[config.mk]
export PLATFORM = sky130hd
export DESIGN_NAME = bmoc_top
export DESIGN_NICKNAME = d
export VERILOG_FILES = /design/src/pkg/bmoc_pkg.sv /design/src/logic/bmoc_top.sv
export VERILOG_INCLUDE_DIRS = /design/src /design/src/pkg
export SDC_FILE = /design/constraint.sdc
export NUM_CORES = 1
export LEC_CHECK = 0
export BUFFER_PORTS_ARGS = -buffer_cell sky130_fd_sc_hd__buf_2
export CAP_MARGIN = 20
export CORE_MARGIN = 5
export CORE_UTILIZATION = 45
export DETAILED_ROUTE_END_ITERATION = 8
export PLACE_DENSITY = 0.73
export SYNTH_ARGS = -nofsm -noshare
export SYNTH_HDL_FRONTEND = slang
export SYNTH_SLANG_ARGS = --single-unit
[constraint.sdc]
create_clock -name ref_clk -period 5.1 [get_ports ref_clk]
set_input_delay 0.51 -clock ref_clk [delete_from_list [all_inputs] [get_ports ref_clk]]
set_output_delay 0.51 -clock ref_clk [all_outputs]
set_load 0.03 [all_outputs]
[src/pkg/bmoc_defs.svh]
`ifndef BMOC_DEFS_SVH
`define BMOC_DEFS_SVH
`define BMOC_CTRL_ADDR 15'h0007
`define BMOC_STAT_ADDR 15'h0008
`define BMOC_OPT_ADDR 15'h0100
`define BMOC_FOB_ADDR 15'h7FDE
`define BMOC_OPT_UNPROT 1
`define BMOC_OPT_SEC 0
`define BMOC_CTRL_LAT 1
`define BMOC_FOB_RHOLD 4
`define BMOC_FOB_WATCHDOG_ON_AFTER_RESET 3
`define BMOC_FOB_WATCHDOG_IN_WAIT 2
`define BMOC_FOB_PORTB_PULLDOWN_EN 1
`define BMOC_FOB_PORTC_PULLDOWN_EN 0
`define BMOC_HOLD_SHORT 12'h010
`define BMOC_HOLD_LONG 12'hFE0
`define BMOC_BOOT_VEC 15'h7FEE
`define BMOC_EE_FIRST 15'h0100
`define BMOC_EE_LAST 15'h01FF
`define BMOC_EE_LOW_SIZE 8'h20
`define BMOC_EP_FIRST 15'h0400
`define BMOC_EP_LAST 15'h7DFF
`define BMOC_EP_ERASED 8'h00
`define BMOC_EE_ERASED 8'hFF
`define BMOC_CLK_KHZ 40000
`define BMOC_EE_ERASE_MS 2500
`define BMOC_PROG_MS 5
`endif

[src/pkg/bmoc_pkg.sv]
`default_nettype none
package bmoc_pkg;
  typedef enum logic [4:0] {
    ST_RESET, ST_COPY, ST_ERV_RD, ST_ERV_CK, ST_WAIT_SEL1, ST_EE_ERASE,
    ST_EE_RD, ST_EE_CK, ST_FETCH, ST_RELEASE, ST_LOAD, ST_PROG_WAIT,
    ST_VFY_RD, ST_VFY_CK, ST_PASS, ST_FAIL, ST_RAM, ST_USER
  } bmoc_state_t;
  typedef enum logic [2:0] {
    MD_ERASE_PROG, MD_PROG_NO_EE, MD_VERIFY, MD_JUMP_RAM, MD_SERIAL
  } bmoc_mode_t;
endpackage : bmoc_pkg
`default_nettype wire

[src/logic/bmoc_top.sv]
// Operation
// - reset output held low 16 cycles if hold-select set, else 4064 cycles.
// - watchdog on after reset when option set, never in bootstrap mode.
// - watchdog stopped in wait unless watchdog-in-wait option set.
// - port B/C pull-downs per pin, only while pin is an input.
// - eeprom split: first 32 bytes never protected, upper 224 protectable.
// - protect bit zero blocks upper-part erase/program; one allows all.
// - protect bit accepts a zero write only while latch-enable set.
// - upper-part protection ignored in bootstrap mode.
// - security bit zero refuses entry to any non-user mode.
// - security bit change takes effect only from next reset.
// - oscillator divide-by-two forced in bootstrap mode.
// - bootstrap starts from the dedicated bootstrap reset vector.
// - mode pins two to four sampled at reset release choose bootstrap function.
// - after copying code, first compare output driven high, except while fetching data or verifying, where it carries address bit 13.
// - erase verify: any nonzero byte lights error and halts, else pass.
// - wait while mode pin one low, then erase eeprom about 2.5 s, except in MD_PROG_NO_EE mode.
// - unerased eeprom byte after erase lights error, clears pass and halts before programming.
// - mode pin two low selects 5 ms programming time.
// - ascending walk, skip gaps, 16-byte blocks, skip fully erased data.
// - 15-bit address out on port B, port C, compares; data on port A.
// - after programming, compare with source; pass stays on or error lights.
// - latch-enable cleared by stop and reset; clear means read condition.
`default_nettype none
`include "bmoc_defs.svh"
module bmoc_top #(
  parameter int unsigned EE_ERASE_CYC = `BMOC_EE_ERASE_MS * `BMOC_CLK_KHZ,
  parameter int unsigned PROG_CYC = `BMOC_PROG_MS * `BMOC_CLK_KHZ,
  parameter int unsigned PROG_ALT_CYC = `BMOC_PROG_MS * `BMOC_CLK_KHZ,
  parameter logic [7:0] OPT_INIT = 8'h03,
  parameter logic [7:0] FOB_INIT = 8'h00
) (
  // clock and reset
  input wire logic ref_clk,
  input wire logic resetn,
  // register port
  input wire logic [14:0] reg_addr,
  input wire logic [7:0] reg_wdata,
  input wire logic reg_wr,
  input wire logic reg_rd,
  output logic [7:0] reg_rdata,
  // core status
  input wire logic stop_mode,
  input wire logic wait_mode,
  output logic reset_out_n,
  output logic wdog_enable,
  output logic wdog_run,
  output logic osc_div2,
  output logic boot_mode,
  output logic [14:0] boot_vector,
  output logic ram_jump,
  // pull-downs
  input wire logic [7:0] portb_dir,
  input wire logic [7:0] portc_dir,
  output logic [7:0] portb_pulldown,
  output logic [7:0] portc_pulldown,
  // cpu eeprom access check
  input wire logic ee_req,
  input wire logic [7:0] ee_req_offset,
  output logic ee_grant,
  // bootstrap pins
  input wire logic irq_high_volt,
  input wire logic capture_in_one,
  input wire logic mode_sel_one,
  input wire logic mode_sel_two,
  input wire logic mode_sel_three,
  input wire logic mode_sel_four,
  input wire logic [7:0] porta_in,
  input wire logic handshake_line_b,
  output logic handshake_line_a,
  output logic [7:0] portb_out,
  output logic [4:0] portc_out,
  output logic compare_out_one,
  output logic compare_out_two,
  output logic pass_led,
  output logic fail_led,
  // memory array port
  output logic [14:0] mem_addr,
  output logic mem_we,
  output logic [7:0] mem_wdata,
  input wire logic [7:0] mem_rdata,
  output logic ep_prog,
  output logic ee_prog,
  output logic ee_erase
);
  import bmoc_pkg::*;

  logic [7:0] opt_q = OPT_INIT;
  logic lat_q;
  logic sec_eff_q;
  logic [11:0] hold_q;
  logic started_q;
  logic boot_q;
  bmoc_mode_t mode_q;
  bmoc_state_t st_q;
  logic [14:0] addr_q;
  logic [7:0] data_q;
  logic [3:0] idx_q;
  logic nz_q;
  logic vfy_q;
  logic [26:0] tmr_q;
  logic copied_q;
  logic [7:0] blk_mem [16];
  logic hs_a_q;
  logic [7:0] rdata_q;
  logic upper_ok;
  logic [26:0] prog_cyc;
  logic [14:0] next_addr;
  logic addr_last;
  logic in_ee;

  assign prog_cyc = mode_sel_two ? 27'(PROG_ALT_CYC) : 27'(PROG_CYC);
  assign in_ee = (addr_q <= `BMOC_EE_LAST);
  assign addr_last = (addr_q == `BMOC_EP_LAST);
  assign next_addr = (addr_q == `BMOC_EE_LAST) ? `BMOC_EP_FIRST : addr_q + 15'h0001;

  // reset hold counter, started on reset release
  always_ff @(posedge ref_clk or negedge resetn) begin
    if (!resetn) begin
      hold_q <= 12'h000;
      reset_out_n <= 1'b0;
    end else if (!reset_out_n) begin
      hold_q <= hold_q + 12'h001;
      if (hold_q == (FOB_INIT[`BMOC_FOB_RHOLD] ? `BMOC_HOLD_SHORT : `BMOC_HOLD_LONG)
          - 12'h001) begin
        reset_out_n <= 1'b1;
      end
    end
  end

  // mode capture in first cycle after reset release
  always_ff @(posedge ref_clk or negedge resetn) begin
    if (!resetn) begin
      started_q <= 1'b0;
      boot_q <= 1'b0;
      mode_q <= MD_ERASE_PROG;
      sec_eff_q <= 1'b1;
    end else if (!started_q) begin
      started_q <= 1'b1;
      sec_eff_q <= opt_q[`BMOC_OPT_SEC];
      boot_q <= irq_high_volt && capture_in_one && opt_q[`BMOC_OPT_SEC];
      if (mode_sel_four && mode_sel_three) begin
        mode_q <= MD_SERIAL;
      end else if (mode_sel_four) begin
        mode_q <= MD_VERIFY;
      end else if (mode_sel_three && mode_sel_two) begin
        mode_q <= MD_JUMP_RAM;
      end else if (mode_sel_three) begin
        mode_q <= MD_PROG_NO_EE;
      end else begin
        mode_q <= MD_ERASE_PROG;
      end
    end
  end

  assign boot_mode = boot_q;
  assign osc_div2 = boot_q;
  assign boot_vector = `BMOC_BOOT_VEC;
  assign wdog_enable = FOB_INIT[`BMOC_FOB_WATCHDOG_ON_AFTER_RESET] && !boot_q;
  assign wdog_run = wdog_enable && (!wait_mode || FOB_INIT[`BMOC_FOB_WATCHDOG_IN_WAIT]);
  assign portb_pulldown = {8{FOB_INIT[`BMOC_FOB_PORTB_PULLDOWN_EN]}} & ~portb_dir;
  assign portc_pulldown = {8{FOB_INIT[`BMOC_FOB_PORTC_PULLDOWN_EN]}} & ~portc_dir;

  // upper eeprom part writable
  assign upper_ok = opt_q[`BMOC_OPT_UNPROT] || boot_q;
  assign ee_grant = ee_req && lat_q
    && ((ee_req_offset < `BMOC_EE_LOW_SIZE) || upper_ok);

  // eeprom latch enable
  always_ff @(posedge ref_clk or negedge resetn) begin
    if (!resetn) begin
      lat_q <= 1'b0;
    end else if (stop_mode) begin
      lat_q <= 1'b0;
    end else if (reg_wr && reg_addr == `BMOC_CTRL_ADDR) begin
      lat_q <= reg_wdata[`BMOC_CTRL_LAT];
    end
  end

  // options byte, non-volatile: reset leaves it alone so a new lock bites at next reset
  always_ff @(posedge ref_clk) begin
    if (reg_wr && reg_addr == `BMOC_OPT_ADDR) begin
      opt_q[`BMOC_OPT_SEC] <= reg_wdata[`BMOC_OPT_SEC];
      if (reg_wdata[`BMOC_OPT_UNPROT] || lat_q) begin
        opt_q[`BMOC_OPT_UNPROT] <= reg_wdata[`BMOC_OPT_UNPROT];
      end
    end
  end

  // register read, one cycle later
  always_ff @(posedge ref_clk or negedge resetn) begin
    if (!resetn) begin
      reg_rdata <= 8'h00;
    end else if (reg_rd) begin
      case (reg_addr)
        `BMOC_CTRL_ADDR: reg_rdata <= {6'h00, lat_q, 1'b0};
        `BMOC_STAT_ADDR: reg_rdata <= {3'h0, sec_eff_q, boot_q, copied_q,
                                        fail_led, pass_led};
        `BMOC_OPT_ADDR: reg_rdata <= {6'h00, opt_q[1:0]};
        `BMOC_FOB_ADDR: reg_rdata <= {3'h0, FOB_INIT[4:0]};
        default: reg_rdata <= 8'h00;
      endcase
    end else begin
      reg_rdata <= 8'h00;
    end
  end

  // 16-byte block buffer
  always_ff @(posedge ref_clk) begin
    if (st_q == ST_RELEASE && !vfy_q && !in_ee && !handshake_line_b) begin
      blk_mem[addr_q[3:0]] <= data_q;
    end
  end

  // bootstrap sequencer
  always_ff @(posedge ref_clk or negedge resetn) begin
    if (!resetn) begin
      st_q <= ST_RESET;
      addr_q <= 15'h0000;
      data_q <= 8'h00;
      idx_q <= 4'h0;
      nz_q <= 1'b0;
      vfy_q <= 1'b0;
      tmr_q <= 27'h0000000;
      copied_q <= 1'b0;
      hs_a_q <= 1'b0;
      pass_led <= 1'b0;
      fail_led <= 1'b0;
      ram_jump <= 1'b0;
      mem_addr <= 15'h0000;
      mem_we <= 1'b0;
      mem_wdata <= 8'h00;
      ep_prog <= 1'b0;
      ee_prog <= 1'b0;
      ee_erase <= 1'b0;
    end else begin
      mem_we <= 1'b0;
      ep_prog <= 1'b0;
      ee_prog <= 1'b0;
      case (st_q)
        ST_RESET: begin
          if (started_q) begin
            st_q <= boot_q ? ST_COPY : ST_USER;
          end
        end
        ST_COPY: begin
          copied_q <= 1'b1;
          if (mode_q == MD_JUMP_RAM || mode_q == MD_SERIAL) begin
            ram_jump <= 1'b1;
            st_q <= ST_RAM;
          end else if (mode_q == MD_VERIFY) begin
            vfy_q <= 1'b1;
            addr_q <= `BMOC_EE_FIRST;
            st_q <= ST_FETCH;
          end else begin
            addr_q <= `BMOC_EP_FIRST;
            st_q <= ST_ERV_RD;
          end
        end
        ST_ERV_RD: begin
          mem_addr <= addr_q;
          st_q <= ST_ERV_CK;
        end
        ST_ERV_CK: begin
          if (mem_rdata != `BMOC_EP_ERASED) begin
            fail_led <= 1'b1;
            st_q <= ST_FAIL;
          end else if (addr_last) begin
            pass_led <= 1'b1;
            st_q <= ST_WAIT_SEL1;
          end else begin
            addr_q <= addr_q + 15'h0001;
            st_q <= ST_ERV_RD;
          end
        end
        ST_WAIT_SEL1: begin
          if (mode_sel_one) begin
            if (mode_q == MD_PROG_NO_EE) begin
              addr_q <= `BMOC_EP_FIRST;
              st_q <= ST_FETCH;
            end else begin
              ee_erase <= 1'b1;
              tmr_q <= 27'(EE_ERASE_CYC);
              st_q <= ST_EE_ERASE;
            end
          end
        end
        ST_EE_ERASE: begin
          if (tmr_q <= 27'h0000001) begin
            ee_erase <= 1'b0;
            addr_q <= `BMOC_EE_FIRST;
            st_q <= ST_EE_RD;
          end else begin
            tmr_q <= tmr_q - 27'h0000001;
          end
        end
        ST_EE_RD: begin
          mem_addr <= addr_q;
          st_q <= ST_EE_CK;
        end
        ST_EE_CK: begin
          if (mem_rdata != `BMOC_EE_ERASED) begin
            fail_led <= 1'b1;
            pass_led <= 1'b0;
            st_q <= ST_FAIL;
          end else if (addr_q == `BMOC_EE_LAST) begin
            addr_q <= `BMOC_EE_FIRST;
            st_q <= ST_FETCH;
          end else begin
            addr_q <= addr_q + 15'h0001;
            st_q <= ST_EE_RD;
          end
        end
        ST_FETCH: begin
          hs_a_q <= 1'b1;
          if (hs_a_q && handshake_line_b) begin
            data_q <= porta_in;
            hs_a_q <= 1'b0;
            st_q <= ST_RELEASE;
          end
        end
        ST_RELEASE: begin
          if (!handshake_line_b) begin
            if (vfy_q) begin
              mem_addr <= addr_q;
              st_q <= ST_VFY_RD;
            end else if (in_ee) begin
              if (data_q == `BMOC_EE_ERASED) begin
                addr_q <= next_addr;
                st_q <= ST_FETCH;
              end else begin
                mem_addr <= addr_q;
                mem_wdata <= data_q;
                mem_we <= 1'b1;
                ee_prog <= 1'b1;
                tmr_q <= prog_cyc;
                st_q <= ST_PROG_WAIT;
              end
            end else if (addr_q[3:0] != 4'hF) begin
              nz_q <= nz_q || (data_q != `BMOC_EP_ERASED);
              addr_q <= next_addr;
              st_q <= ST_FETCH;
            end else if (!nz_q && data_q == `BMOC_EP_ERASED) begin
              addr_q <= addr_q + 15'h0001;
              st_q <= addr_last ? ST_VFY_RD : ST_FETCH;
              if (addr_last) begin
                vfy_q <= 1'b1;
                addr_q <= (mode_q == MD_PROG_NO_EE) ? `BMOC_EP_FIRST
                                                   : `BMOC_EE_FIRST;
                st_q <= ST_FETCH;
              end
            end else begin
              idx_q <= 4'h0;
              st_q <= ST_LOAD;
            end
          end
        end
        ST_LOAD: begin
          mem_addr <= {addr_q[14:4], idx_q};
          mem_wdata <= blk_mem[idx_q];
          mem_we <= 1'b1;
          idx_q <= idx_q + 4'h1;
          if (idx_q == 4'hF) begin
            ep_prog <= 1'b1;
            tmr_q <= prog_cyc;
            st_q <= ST_PROG_WAIT;
          end
        end
        ST_PROG_WAIT: begin
          nz_q <= 1'b0;
          if (tmr_q <= 27'h0000001) begin
            if (addr_last) begin
              vfy_q <= 1'b1;
              addr_q <= (mode_q == MD_PROG_NO_EE) ? `BMOC_EP_FIRST
                                                 : `BMOC_EE_FIRST;
            end else begin
              addr_q <= next_addr;
            end
            st_q <= ST_FETCH;
          end else begin
            tmr_q <= tmr_q - 27'h0000001;
          end
        end
        ST_VFY_RD: begin
          st_q <= ST_VFY_CK;
        end
        ST_VFY_CK: begin
          if (mem_rdata != data_q) begin
            fail_led <= 1'b1;
            pass_led <= 1'b0;
            st_q <= ST_FAIL;
          end else if (addr_last) begin
            pass_led <= 1'b1;
            st_q <= ST_PASS;
          end else begin
            addr_q <= next_addr;
            st_q <= ST_FETCH;
          end
        end
        ST_PASS, ST_FAIL, ST_RAM, ST_USER: begin
          st_q <= st_q;
        end
        default: begin
          st_q <= ST_FAIL;
        end
      endcase
    end
  end

  // address on port B, port C and compares during transfer
  assign handshake_line_a = hs_a_q;
  assign portb_out = addr_q[7:0];
  assign portc_out = addr_q[12:8];
  assign compare_out_one = (st_q == ST_FETCH || st_q == ST_RELEASE || vfy_q)
    ? addr_q[13] : copied_q;
  assign compare_out_two = addr_q[14];
endmodule : bmoc_top
`default_nettype wire

# Word-level counts from Yosys, hierarchy flattened
# Memory sizes are Yosys's and may differ from the RTL's.
# Index checks and enable logic that the tools add are counted.
[word_totals]
memories = 1
inputBits = 77
register_bits = 123
mem_bits_rw = 128
out_inout_bits = 91
wordCells = 277
[mem_list]
columns = ["name", "words", "word_bits", "rd", "rd_clocked_by_memory_dff", "write_ports", "line", "text"]
rows = [
  ["blk_mem", 16, 8, 1, 0, 1, "bmoc_top.sv:103", "logic [7:0] blk_mem [16];"],
]
[classes]
reduce_logical = 54
bitwise_logic = 1
order_cmp = 3
addsub = 4
n_eq_ne = 64
mux = 122
[op_table]
columns = ["cell", "n"]
rows = [
  ["15-bit two-way mux", 24],
  ["27-bit two-way mux", 8],
  ["15-bit case mux with 8 select lines", 1],
  ["27-bit case mux with 4 select lines", 1],
  ["5-bit case mux with 15 select lines", 1],
  ["2-bit != test (second input constant)", 28],
  ["5-bit two-way mux", 11],
  ["15-bit case mux with 3 select lines", 1],
  ["5-bit by 4-bit == test with 1-bit output (second input constant)", 8],
  ["1-bit two-way mux", 40],
  ["4-bit two-way mux", 10],
  ["8-bit two-way mux", 5],
  ["15-bit by 9-bit == test with 1-bit output (second input constant)", 2],
  ["27-bit by 1-bit <= comparator with 1-bit output (second input constant)", 1],
  ["27-bit by 1-bit subtractor with 27-bit output (second input constant)", 1],
  ["8-bit nonzero test", 3],
  ["11-bit two-way mux", 2],
  ["5-bit by 3-bit == test with 1-bit output (second input constant)", 4],
  ["8-bit case mux with 2 select lines", 1],
  ["15-bit by 1-bit adder with 15-bit output (second input constant)", 1],
  ["15-bit == test (second input constant)", 1],
  ["15-bit by 3-bit == test with 1-bit output (second input constant)", 1],
  ["15-bit by 4-bit == test with 1-bit output (second input constant)", 1],
  ["15-bit by 9-bit <= comparator with 1-bit output (second input constant)", 1],
  ["other kinds (41)", 91],
]

# Longest topological paths before layout
[logic_depth]
depth_word = 9
mapped_depth = 11
mapped_depth_nobuf = 8

# Worst setup path after synthesis
# OpenSTA, ideal clock, no wires.
[synth_timing]
kind = "flip-flop to flip-flop"
start = "reg addr_q[5]"
end = "mem blk_mem[11][0] (enable)"
stages_incl_launch_ff = 7
synth_period_minus_slack_ns = 3.104
setup_ns = 0.398
slack_ns = 1.996
arrival_ns = 2.706
required_ns = 4.702
n_path_buf = 1
path_cell_list = "dfrtp_1 > clkbuf_1 > nand4_1 > nor3_2 > a21boi_0 > or3_1 > nor4b_1"
[synth_via]
elab_chain_cells = 6
[synth_lines]
columns = ["element", "line", "text"]
rows = [
  ["from (decl)", "bmoc_top.sv:96", "logic [14:0] addr_q;"],
  ["from (signal assigned)", "bmoc_top.sv:253", "addr_q <= `BMOC_EE_FIRST;"],
  ["from (signal assigned)", "bmoc_top.sv:256", "addr_q <= `BMOC_EP_FIRST;"],
  ["from (signal assigned)", "bmoc_top.sv:272", "addr_q <= addr_q + 15'h0001;"],
  ["15-bit by 9-bit <= comparator with 1-bit output (no line)", "--", ""],
  ["1-bit logical NOT", "bmoc_top.sv:210", "if (st_q == ST_RELEASE && !vfy_q && !in_ee && !handshake_line_b) begin"],
  ["1-bit logical AND (2 in series)", "bmoc_top.sv:210", ""],
  ["1-bit two-way mux", "bmoc_top.sv:210", ""],
  ["1-bit two-way mux (implied by the code)", "bmoc_top.sv:211", "blk_mem[addr_q[3:0]] <= data_q;"],
  ["to (decl)", "bmoc_top.sv:103", ""],
]
# No other way between the ends.

# Worst setup path after layout
[layout_timing]
start = "reg addr_q[2]"
end = "mem blk_mem[6][2] (enable)"
[layout_via]
elab_chain_cells = 6
[layout_lines]
columns = ["element", "line"]
rows = [
  ["15-bit by 9-bit <= comparator with 1-bit output (no line)", "--"],
  ["1-bit logical NOT", "bmoc_top.sv:210"],
  ["1-bit logical AND (2 in series)", "bmoc_top.sv:210"],
  ["1-bit two-way mux", "bmoc_top.sv:210"],
  ["1-bit two-way mux (implied by the code)", "bmoc_top.sv:211"],
]
# Several ways; a longest one is shown, not always the timed one.

==> impl_metrics.tcl <==
set metrics [dict create \
    seq_area_frac_synth_pct 57.4 \
    fmax_ghz 0.274 \
    min_period_over_period_pct 71.6 \
    grt_pass1_wl_mm 45.3 \
    drc 0 \
    tns_ns 0 \
    overflow 0 \
    ys_dominant_reg_cell "edfxtp_1" \
    critPathKind "reg -> reg" \
    p_leak_uw 0.00557 \
    worst_slew_pin_slew_ns 1.04 \
    critPathSlowestCell "nor2_1" \
    crit_chain "nand2_1 > nor3_2 > a21boi_0 > nor3_1 > nand2_1 > nor2_1" \
    finalCriticalPeriod_ns 3.65 \
    fin_total_pwr_uw 4210 \
    timing.hold.ws_ns 0.130 \
    cts_setup_buffers 0 \
    syn-mean-instance-area_um2 12.1 \
    synth_cells 991 \
    drtIter0Drc 669 \
    power.density_nw_per_um2 311 \
    synth_top_area_share_pct 32.7 \
    clk_latency_ns 0.53 \
    gp_congestion 0.884 \
    cts_tree "built" \
    ir_worst_vdd_v 0.000270 \
    min_path_type "in -> reg" \
    crit_required_ns 5.24 \
    rsz0062_at_grt "no" \
    dpl-instance-area_um2 12600 \
    diodes 0 \
    vias_per_cell 5.76 \
    yosysTopAreaCell "edfxtp_1" \
    dp_slack_ns 1.44 \
    cts_inserted_buffers 26 \
    synth_edf_count 130 \
    yosys.cell_count.top_type "edfxtp_1" \
    synth_common_cells "130 x edfxtp_1, 117 x dfrtp_1, 77 x nor2_1" \
    start_util_pct 45.7 \
    maxCapViolCount 0 \
    root_buffer "clkbuf_16" \
    antenna_found_initial 1 \
    holdBufCountCts 1 \
    max_stage_delay_ns 0.81 \
    hpwl_mm 19.1 \
    async_reset_ff_share_pct 47.6 \
    synth_area_leaders "edfxtp_1 33%, dfrtp_1 25%, mux4_2 6.4%" \
    hold_viol_final 0 \
    slew_headroom_pct 30.5 \
    die-area_um2 29900 \
    htree_num_levels 1 \
    syn2layout_area_growth_pct 13.5 \
    cp_top_family "simple AND/OR/NAND/NOR gates" \
    wl_per_cell_um 19.5 \
    status "finished clean" \
    clk_path_buf_depth 3 \
    fin_area_um2 13600 \
    cp-start-kind "flop" \
    ant_nets 0 \
    grt_pass1_vias 8177 \
    setup_slack_ns 1.45 \
    io_pins 168 \
    crit_arrival_ns 3.80 \
    crit_top_cell "nand2_1" \
    fp.dieW_um 173 \
    netlist_area_um2 11900 \
    fp-row-count 59 \
    drive_gt1_share_pct 22.1 \
    grt_max_degree 62 \
    grt.total_usage_pct 18.5 \
    wirelength_mm 28.1 \
    cts.sinks 248 \
    skew_ns 0.0125 \
    post_cts_resized 0 \
    clkSlewWorstSetupHoldPaths_ns 0.06 \
    ys_types 79 \
    ys_seq_elements 248 \
    fill_cells 2188 \
    yosysWarnings 0 \
    path_max_fanout 16 \
    nNetsFinal 1171 \
    io_buffers 103 \
    dieHeight_um 173 \
    drv_slew 0 \
    vias 8304 \
    setup_viol_count_final 0 \
    endpoint_kind "flop" \
    crit_buf_inv 0 \
    dr.pass1.iters 5 \
    core_um2 26100 \
]
==> sequential cells by signal, summed over array words and instances, names as in the netlist, 4 cells and up <==
| signal | flops |
|---|---|
| blk_mem | 128 |
| idx_q | 4 |
| hold_q | 12 |
| data_q | 8 |
| addr_q | 15 |
| reg_rdata | 5 |
| mem_wdata | 8 |
| st_q | 5 |
| tmr_q | 27 |
| mem_addr | 15 |
==> layout make-up <==
cell class / count / area [um2] / area share [%]
multi-input combinational: 672 / 4630 / 34.1
timing repair buffer: 125 / 693 / 5.11
tap: 335 / 419 / 3.09
clock inverter: 20 / 234 / 1.73
sequential: 248 / 6860 / 50.6
clock buffer: 28 / 679 / 5.01
inverter: 13 / 48.8 / 0.360
==> routing by layer <==
layer  part of all wire [%]  wire length (um)  GRT usage (%)  vias to the layer above
li1                       -                 -              -                     3866
met1                     42             11800           24.6                     4080
met2                     50             14000           32.2                      314
met3                    6.3              1770           2.84                       42
met4                    1.9               545           4.26                        2
met5                  0.046                13              0                        -
==> placed cells by master, fill, tap and decap left out, types with 20 or more instances in the layout <==
cell and instances:
nand3_1 28, edfxtp_1 130, nor2_1 77, a21oi_1 31, mux2_2 28, buf_4 20
dfrtp_1 116, nor3_1 31, conb_1 37, mux4_2 34, nand2_1 69, buf_2 102
clkbuf_16 27, o21ai_0 75
==> final timing paths <==
check | slack, ns | startpoint | endpoint | cells past startpoint
setup reg to reg | 1.45 | addr_q[2]$_DFFE_PN0P_ | blk_mem[6][2]$_DFFE_PP_ | 6
hold / removal | 0.13 | stop_mode | lat_q$_DFFE_PN0P_ | 2
setup / recovery | 1.45 | addr_q[2]$_DFFE_PN0P_ | blk_mem[6][2]$_DFFE_PP_ | 6
hold reg to reg | 0.47 | hold_q[9]$_DFFE_PN0N_ | hold_q[9]$_DFFE_PN0N_ | 1
max in group asynchronous | 3.65 | resetn | idx_q[0]$_DFFE_PN0P_ | 3
min in group asynchronous | 0.36 | resetn | hold_q[11]$_DFFE_PN0N_ | 2
==> power by group <==
group / internal (uW) / switching (uW)
combinational: 26.4 / 76.4
clock: 1220 / 789
sequential: 2100 / 5.42
total: 3340 / 871
==> worst reg2reg max path, delay by kind of cell (launching register included) <==
family,cells,cell delay [ns]
simple gates,5,2.32
flops,1,0.64
compound gates,1,0.31
==> cells by family after synthesis <==
kind of cell	count (synthesis)	share of synthesized area, %
DFF	248	57.4
muxes	78	10.4
xor gates and xnor gates	23	1.69
other	2	0.0629
buffers and inverters	106	4.99
and+or+nand+nor	320	13.7
adders and majority gates	8	0.838
AOI/OAI and AO/OA	206	10.9
==> stage by stage <==
step / utilization (%) / std cells
2_1_floorplan: - / 1026
3_3_place_gp: 48.3 / 1390
3_5_place_dp: 48.3 / 1390
4_1_cts: 51.8 / 1439
5_1_grt: 51.9 / 1441
6_report: 51.9 / 1441
No activity file was read; power rests on OpenSTA's default activity.
